## src/rtl/sdt_regs.svh

```systemverilog
`ifndef SDT_REGS_SVH
`define SDT_REGS_SVH

// Register indices; byte address is four times the index
`define SDT_IDX_COUNT_HIGH     8'hf0
`define SDT_IDX_COUNT_LOW      8'hf1
`define SDT_IDX_PRESCALE       8'hf2
`define SDT_IDX_CONTROL        8'hf3
`define SDT_BYTE_ADDR(idx)     ({2'h0, (idx), 2'h0})

// Reset values
`define SDT_RST_COUNT_HIGH     8'hff
`define SDT_RST_COUNT_LOW      8'hff
`define SDT_RST_PRESCALE       8'hff
`define SDT_RST_CONTROL        8'h14

// Control register bit positions
`define SDT_BIT_RUN            7
`define SDT_BIT_SINGLE         6
`define SDT_BIT_INMODE_A       5
`define SDT_BIT_INMODE_B       4
`define SDT_BIT_CLKSRC         3
`define SDT_BIT_INTSEL         2
`define SDT_BIT_OUTMODE_A      1
`define SDT_BIT_OUTMODE_B      0

// Clock source dividers
`define SDT_INT_DIV_LAST       2'h3
`define SDT_OSC_DIV            1024

`endif

```

## src/rtl/sdt_pkg.sv

```systemverilog
`default_nettype none
package sdt_pkg;
    typedef logic [7:0] sdt_byte_t;
    typedef enum {SDT_OUT_OFF, SDT_OUT_SQUARE, SDT_OUT_PWM} sdt_out_mode_e;
endpackage
`default_nettype wire

```

## src/rtl/sdt_prescaler.sv

```systemverilog
`include "sdt_regs.svh"
`default_nettype none
module sdt_prescaler
    import sdt_pkg::*;
(
    input  wire logic      pclk,
    input  wire logic      presetn,
    input  wire logic      clear,
    input  wire logic      tick,
    input  wire sdt_byte_t divisor,
    output var  logic      dec_pulse
);
    sdt_byte_t cnt;
    logic      terminal;

    // Compared live, so a new divisor acts at once
    assign terminal = (cnt >= divisor);

    always_ff @(posedge pclk or negedge presetn) begin
        if (!presetn) begin
            cnt <= 8'h00;
        end else if (clear) begin
            cnt <= 8'h00;
        end else if (tick) begin
            if (terminal) begin
                cnt <= 8'h00;
            end else begin
                cnt <= cnt + 8'h01;
            end
        end
    end

    always_ff @(posedge pclk or negedge presetn) begin
        if (!presetn) begin
            dec_pulse <= 1'b0;
        end else begin
            dec_pulse <= tick & terminal & ~clear;
        end
    end
endmodule // sdt_prescaler
`default_nettype wire

```

## src/rtl/sdt_timer.sv

```systemverilog
// Decided for this implementation: the APB slave port.
`include "sdt_regs.svh"
`default_nettype none
module sdt_timer
    import sdt_pkg::*;
#(
    parameter int OSC_DIV = `SDT_OSC_DIV
) (
    input  wire logic        pclk,
    input  wire logic        presetn,
    input  wire logic        psel,
    input  wire logic        penable,
    input  wire logic        pwrite,
    input  wire logic [11:0] paddr,
    input  wire logic [31:0] pwdata,
    output var  logic [31:0] prdata,
    output var  logic        pready,
    output var  logic        pslverr,
    input  wire logic        osc_half_clk,
    input  wire logic        ext_int_pin,
    output var  logic        timer_output_pin,
    output var  logic        ext_int_channel
);
    localparam int              OSC_W    = $clog2(OSC_DIV);
    localparam logic [OSC_W-1:0] OSC_LAST = OSC_W'(OSC_DIV - 1);

    logic [15:0]      count;
    logic [15:0]      const_val;
    sdt_byte_t        prescale_value;
    sdt_byte_t        timer_control;
    logic             new_const;
    logic [1:0]       int_div;
    logic             int_tick;
    logic [OSC_W-1:0] osc_div;
    logic             osc_tick;
    logic             osc_sync1;
    logic             osc_sync2;
    logic             osc_last;
    logic             ext_sync1;
    logic             ext_sync2;
    logic             dec_pulse;
    logic             tick;
    logic             running;
    logic             eoc;
    logic             setup;
    logic             access_wr;
    logic             hit;
    sdt_byte_t        rd_mux;
    logic             wr_high;
    logic             wr_low;
    logic             wr_presc;
    logic             wr_ctrl;
    logic             start_req;
    sdt_out_mode_e    out_mode;

    assign running = timer_control[`SDT_BIT_RUN];
    assign setup     = psel & ~penable;
    assign access_wr = psel & penable & pready & pwrite;

    // Address decode and read mux
    always_comb begin
        hit    = 1'b1;
        rd_mux = 8'h00;
        if (paddr == `SDT_BYTE_ADDR(`SDT_IDX_COUNT_HIGH)) begin
            rd_mux = count[15:8];
        end else if (paddr == `SDT_BYTE_ADDR(`SDT_IDX_COUNT_LOW)) begin
            rd_mux = count[7:0];
        end else if (paddr == `SDT_BYTE_ADDR(`SDT_IDX_PRESCALE)) begin
            rd_mux = prescale_value;
        end else if (paddr == `SDT_BYTE_ADDR(`SDT_IDX_CONTROL)) begin
            rd_mux = timer_control;
        end else begin
            hit = 1'b0;
        end
    end

    assign wr_high  = access_wr && paddr == `SDT_BYTE_ADDR(`SDT_IDX_COUNT_HIGH);
    assign wr_low   = access_wr && paddr == `SDT_BYTE_ADDR(`SDT_IDX_COUNT_LOW);
    assign wr_presc = access_wr && paddr == `SDT_BYTE_ADDR(`SDT_IDX_PRESCALE);
    assign wr_ctrl  = access_wr && paddr == `SDT_BYTE_ADDR(`SDT_IDX_CONTROL);

    // A stopped timer being started by this very write
    assign start_req = wr_ctrl & pwdata[`SDT_BIT_RUN] & ~running;

    // No wait state, yet every bus output leaves a flop
    always_ff @(posedge pclk or negedge presetn) begin
        if (!presetn) begin
            pready  <= 1'b0;
            pslverr <= 1'b0;
            prdata  <= 32'h0000_0000;
        end else begin
            pready  <= setup;
            pslverr <= setup & ~hit;
            if (setup && !pwrite) begin
                prdata <= {24'h00_0000, rd_mux};
            end
        end
    end

    // Internal clock divided by four
    always_ff @(posedge pclk or negedge presetn) begin
        if (!presetn) begin
            int_div  <= 2'h0;
            int_tick <= 1'b0;
        end else begin
            int_div  <= int_div + 2'h1;
            int_tick <= (int_div == `SDT_INT_DIV_LAST);
        end
    end

    // Oscillator clock is asynchronous: synchronise before edge detect
    always_ff @(posedge pclk or negedge presetn) begin
        if (!presetn) begin
            osc_sync1 <= 1'b0;
            osc_sync2 <= 1'b0;
            osc_last  <= 1'b0;
        end else begin
            osc_sync1 <= osc_half_clk;
            osc_sync2 <= osc_sync1;
            osc_last  <= osc_sync2;
        end
    end

    always_ff @(posedge pclk or negedge presetn) begin
        if (!presetn) begin
            osc_div  <= '0;
            osc_tick <= 1'b0;
        end else begin
            osc_tick <= 1'b0;
            if (osc_sync2 && !osc_last) begin
                if (osc_div == OSC_LAST) begin
                    osc_div  <= '0;
                    osc_tick <= 1'b1;
                end else begin
                    osc_div <= osc_div + OSC_W'(1);
                end
            end
        end
    end

    // Input-mode bits only matter to software when the oscillator is chosen
    assign tick = running & (timer_control[`SDT_BIT_CLKSRC] ? osc_tick : int_tick);

    sdt_prescaler u_prescaler (
        .pclk      (pclk),
        .presetn   (presetn),
        .clear     (~running),
        .tick      (tick),
        .divisor   (prescale_value),
        .dec_pulse (dec_pulse)
    );

    // Underflow from zero; constant N gives N+1 decrements
    assign eoc = running & dec_pulse & (count == 16'h0000);

    always_ff @(posedge pclk or negedge presetn) begin
        if (!presetn) begin
            count <= {`SDT_RST_COUNT_HIGH, `SDT_RST_COUNT_LOW};
        end else if (eoc) begin
            count <= const_val;
        end else if (start_req && new_const) begin
            count <= const_val;
        end else if (running && dec_pulse) begin
            count <= count - 16'h0001;
        end
    end

    always_ff @(posedge pclk or negedge presetn) begin
        if (!presetn) begin
            const_val <= {`SDT_RST_COUNT_HIGH, `SDT_RST_COUNT_LOW};
        end else if (wr_high) begin
            const_val[15:8] <= pwdata[7:0];
        end else if (wr_low) begin
            const_val[7:0] <= pwdata[7:0];
        end
    end

    // Only constants written while stopped force a load at restart
    always_ff @(posedge pclk or negedge presetn) begin
        if (!presetn) begin
            new_const <= 1'b0;
        end else if ((wr_high || wr_low) && !running) begin
            new_const <= 1'b1;
        end else if (start_req) begin
            new_const <= 1'b0;
        end
    end

    always_ff @(posedge pclk or negedge presetn) begin
        if (!presetn) begin
            prescale_value <= `SDT_RST_PRESCALE;
        end else if (wr_presc) begin
            prescale_value <= pwdata[7:0];
        end
    end

    // A software write in the end-of-count cycle takes precedence
    always_ff @(posedge pclk or negedge presetn) begin
        if (!presetn) begin
            timer_control <= `SDT_RST_CONTROL;
        end else if (wr_ctrl) begin
            timer_control <= pwdata[7:0];
        end else if (eoc && timer_control[`SDT_BIT_SINGLE]) begin
            timer_control[`SDT_BIT_RUN] <= 1'b0;
        end
    end

    always_comb begin
        if (timer_control[`SDT_BIT_OUTMODE_A]) begin
            out_mode = SDT_OUT_PWM;
        end else if (timer_control[`SDT_BIT_OUTMODE_B]) begin
            out_mode = SDT_OUT_SQUARE;
        end else begin
            out_mode = SDT_OUT_OFF;
        end
    end

    always_ff @(posedge pclk or negedge presetn) begin
        if (!presetn) begin
            timer_output_pin <= 1'b1;
        end else begin
            case (out_mode)
                SDT_OUT_OFF: begin
                    timer_output_pin <= 1'b1;
                end
                SDT_OUT_SQUARE: begin
                    if (eoc) begin
                        timer_output_pin <= ~timer_output_pin;
                    end
                end
                default: begin
                    if (eoc) begin
                        timer_output_pin <= timer_control[`SDT_BIT_OUTMODE_B];
                    end
                end
            endcase
        end
    end

    always_ff @(posedge pclk or negedge presetn) begin
        if (!presetn) begin
            ext_sync1 <= 1'b0;
            ext_sync2 <= 1'b0;
        end else begin
            ext_sync1 <= ext_int_pin;
            ext_sync2 <= ext_sync1;
        end
    end

    // Switching the source can make an edge; software guards that
    always_ff @(posedge pclk or negedge presetn) begin
        if (!presetn) begin
            ext_int_channel <= 1'b0;
        end else if (timer_control[`SDT_BIT_INTSEL]) begin
            ext_int_channel <= ext_sync2;
        end else begin
            ext_int_channel <= eoc;
        end
    end
endmodule // sdt_timer
`default_nettype wire

```

## config.mk

```make
export PLATFORM = sky130hd
export DESIGN_NAME = sdt_timer
export DESIGN_NICKNAME = d
export VERILOG_FILES = /design/src/rtl/sdt_pkg.sv /design/src/rtl/sdt_prescaler.sv /design/src/rtl/sdt_timer.sv
export VERILOG_INCLUDE_DIRS = /design/src /design/src/rtl
export SDC_FILE = /design/constraint.sdc
export NUM_CORES = 1
export LEC_CHECK = 0
export ABC_AREA = 1
export ABC_CLOCK_PERIOD_IN_PS = 2700
export BUFFER_PORTS_ARGS = -buffer_cell sky130_fd_sc_hd__buf_2
export CELL_PAD_IN_SITES_DETAIL_PLACEMENT = 1
export CELL_PAD_IN_SITES_GLOBAL_PLACEMENT = 2
export CORE_MARGIN = 2
export CORE_UTILIZATION = 36
export CTS_CLUSTER_SIZE = 28
export DETAILED_ROUTE_END_ITERATION = 10
export GPL_TIMING_DRIVEN = 0
export MAX_ROUTING_LAYER = met4
export PLACE_DENSITY_LB_ADDON = 0.1
export RECOVER_POWER = 100
export REMOVE_ABC_BUFFERS = 1
export SETUP_SLACK_MARGIN = 0.3
export SLEW_MARGIN = 20
export SYNTH_ARGS = -nofsm -noshare
export SYNTH_HDL_FRONTEND = slang
export SYNTH_HIERARCHICAL = 1
export SYNTH_SLANG_ARGS = --single-unit
```

## constraint.sdc

```tcl
create_clock -name pclk -period 2.7 [get_ports pclk]
set_input_delay 0.27 -clock pclk [delete_from_list [all_inputs] [get_ports pclk]]
set_output_delay 0.27 -clock pclk [all_outputs]
set_load 0.05 [all_outputs]
```

==> flow_summary.json <==
{
  "run_status": "finished with violations",
  "violations": "max-capacitance violations, max-slew violations",
  "cts_setup_buffers": 0,
  "yosysUniqueCellTypes": 39,
  "grt_max_degree": 56,
  "cts_made_buffers": 9,
  "drive_gt1_frac": 0.1555,
  "p_seq_frac": 0.467,
  "cts-root-buf": "clkbuf_16",
  "initial_utilization": 0.3692,
  "grt_pass1_vias": 4483,
  "postPlaceCellArea_sq_um": 5420,
  "critPathTopFamily": "simple AND/OR/NAND/NOR gates",
  "antenna_found_initial": 0,
  "path_cells": "inv_1 -> ha_1 -> nand2_1 -> nor3_1 -> nand2_1 -> nand2_1 -> nand2_1 -> nand3_1 -> nand2_1",
  "tightest_slew_ns": 1.802,
  "wl_um": 13600,
  "cp_max_fo": 12,
  "synth_edf_count": 0,
  "power.density_nw_per_um2": 537.2,
  "hold_path.class": "input pin to flip-flop",
  "netlist_area_sq_um": 5125,
  "die-area_sq_um": 15210,
  "vias": 4186,
  "critPathMaxStageDelay_ns": 0.57,
  "final_core_util": 0.4086,
  "vdd_drop_max_mv": 0.2954,
  "synth_top_cell_by_area": "dfrtp_1",
  "synth.top_cell.area_share": 0.2246,
  "async_flop_share": 1.000,
  "ys_seq_elements": 89,
  "synth-seq-area-share": 0.4451,
  "grt_usage": 0.2020,
  "worst_hold_path.num_cells": 1,
  "placedCellCount": 851,
  "firstDrtPassIters": 5,
  "diodes": 0,
  "die_w_um": 123.3,
  "slew_violations": 35,
  "cp_num_cells": 9,
  "clock_latency_ns": 0.35,
  "p_int_mw": 2.225,
  "grt_overflow_total": 0,
  "fin_crit_sh": 0.8585,
  "finalClockSkew_ns": 0.008058,
  "hold_viol": 0,
  "pin_count": 87,
  "p_sw_uw": 822.0,
  "io_buffers": 38,
  "max_freq_mhz": 431.4,
  "final_cell_mix": "nand2_1 (164), inv_1 (94), nand3_1 (63)",
  "die_h_um": 123.3,
  "stdcell_count": 868,
  "layout_setup_ws_ns": 0.3821,
  "synth.area.top_cells": "dfrtp_1 (22%), dfstp_2 (22%), nand2_1 (12%), inv_1 (6.9%), nand3_1 (6.2%)",
  "finalPower_mw": 3.047,
  "cpMostUsedCell": "nand2_1",
  "cp.arrival_ns": 2.61,
  "cp_slowest_cell": "dfstp_2",
  "sw_frac_of_total": 0.2698,
  "grt_pass1_wl_um": 22580,
  "syn_avg_cell_area_sq_um": 7.983,
  "power.clock.fraction": 0.435,
  "routabilityCongestion": 0.8105,
  "wl_per_cell_um": 15.67,
  "area_growth_syn_to_layout_pct": 10.67,
  "place_hpwl_um": 10280,
  "drtIter0Drc": 127,
  "path_clk_slew_ns": 0.07,
  "drc": 0,
  "synth_cells": 642,
  "drv_cap": 1,
  "synth_top_flop_cell": "dfrtp_1",
  "setup_viol": 0,
  "slew_headroom": -0.2014,
  "design_area_sq_um": 5672,
  "cts_tree": "built",
  "start_kind": "flip-flop",
  "dp_slack_ns": 0.3974,
  "num-nets-final": 746,
  "routed_via_density": 4.823,
  "clock_path_buffers": 2,
  "core_sq_um": 13880,
  "yosys_warnings": 6,
  "reg2reg_depth": 9,
  "cp-end-kind": "flip-flop",
  "path_buf_inv": 1,
  "ctsHtreeMaxLevel": 3,
  "cts.sinks": 89,
  "crit_required_ns": 2.99,
  "rsz0062_at_grt": "false",
  "antenna_left": 0,
  "p_leak_nw": 2.622,
  "hold-worst-slack_ns": 0.02894,
  "final_common_cell": "nand2_1",
  "critical_path_class": "flip-flop to flip-flop",
  "power_frac_comb": 0.098,
  "setup-tns-final_ns": 0,
  "period_minus_slack_ns": 2.318,
  "std_cell_rows": 43
}
[layer usage]
metal / track usage / up-vias / wire length (um)
li1: - / 2096 / -
met2: 0.3365 / 55 / 6704
met3: 0.03183 / 9 / 422
met4: 0.07031 / 0 / 144
met1: 0.2496 / 2026 / 6327
met5: - / - / 0
[path summary, 6_finish.rpt]
path	slack [ns]	from	endpoint
setup / recovery	0.38	count[0]	count[10]
hold / removal	0.03	osc_half_clk	osc_sync1
setup reg to reg	0.38	count[0]	count[10]
hold reg to reg	0.37	osc_sync1	osc_sync2
max in group asynchronous	0.49	presetn	prescale_value[4]
min in group asynchronous	1.14	presetn	osc_div[5]
[cell families after synthesis]
group | Yosys count | synth area share
simple gates | 320 | 0.2964
buf+inv | 129 | 0.1177
flops | 89 | 0.4451
compound gates | 72 | 0.07837
xor+xnor | 19 | 0.03247
fa+ha+maj | 12 | 0.02930
other cells | 1 | 0.0007317
[sequential cells by signal (all words and copies together), names as in the netlist]
name and cells:
osc_tick 1, int_div 2, pslverr 1, prdata 8, ext_int_channel 1, osc_div 10
prescale_value 8, osc_sync2 1, ext_sync2 1, osc_last 1, ext_sync1 1, timer_control 8
u_prescaler/dec_pulse 1, count 16, pready 1, osc_sync1 1, const_val 16, int_tick 1
u_prescaler/cnt 8, new_const 1, timer_output_pin 1
[what timing repair did]
| item | 4_1_cts | 5_1_grt |
|---|---|---|
| resized for setup | 0 | 1 |
| hold buffers | 1 | 0 |
| setup endpoints to repair | 0 | 5 |
| hold endpoints to repair | 20 | 0 |
[power by group through the flow]
| stage | sequential [mW] | clock, mW | combinational, mW |
|---|---|---|---|
| finish | 1.42 | 1.33 | 0.298 |
| global route | 1.43 | 1.43 | 0.329 |
| CTS | 1.42 | 1.38 | 0.307 |
| detailed placement | 1.45 | 0 | 0.305 |
| global placement | 1.44 | 0 | 0.289 |
| floorplan | 1.49 | 0 | 0.160 |
[cell usage after synthesis (6+ instances only)]
cell / number
nor2_4: 6
o21ai_0: 40
nand3_1: 63
nand2_2: 6
ha_1: 12
nand4_1: 14
inv_1: 94
a21oi_1: 11
dfrtp_1: 46
o21ai_1: 10
xor2_1: 15
nand2_1: 163
dfstp_2: 43
buf_4: 24
nor2_1: 38
[area by class of cell]
cell class	count	area, sq um
clock inverters	5	61.31
flip-flops and latches	89	2281
inverters	96	362.8
well taps	180	225.2
fillers	1735	8209
multi-input cells	447	2272
repair buffers	40	216.5
clock buffers	11	252.7
Note: power is estimated with default switching activity, not from simulation.
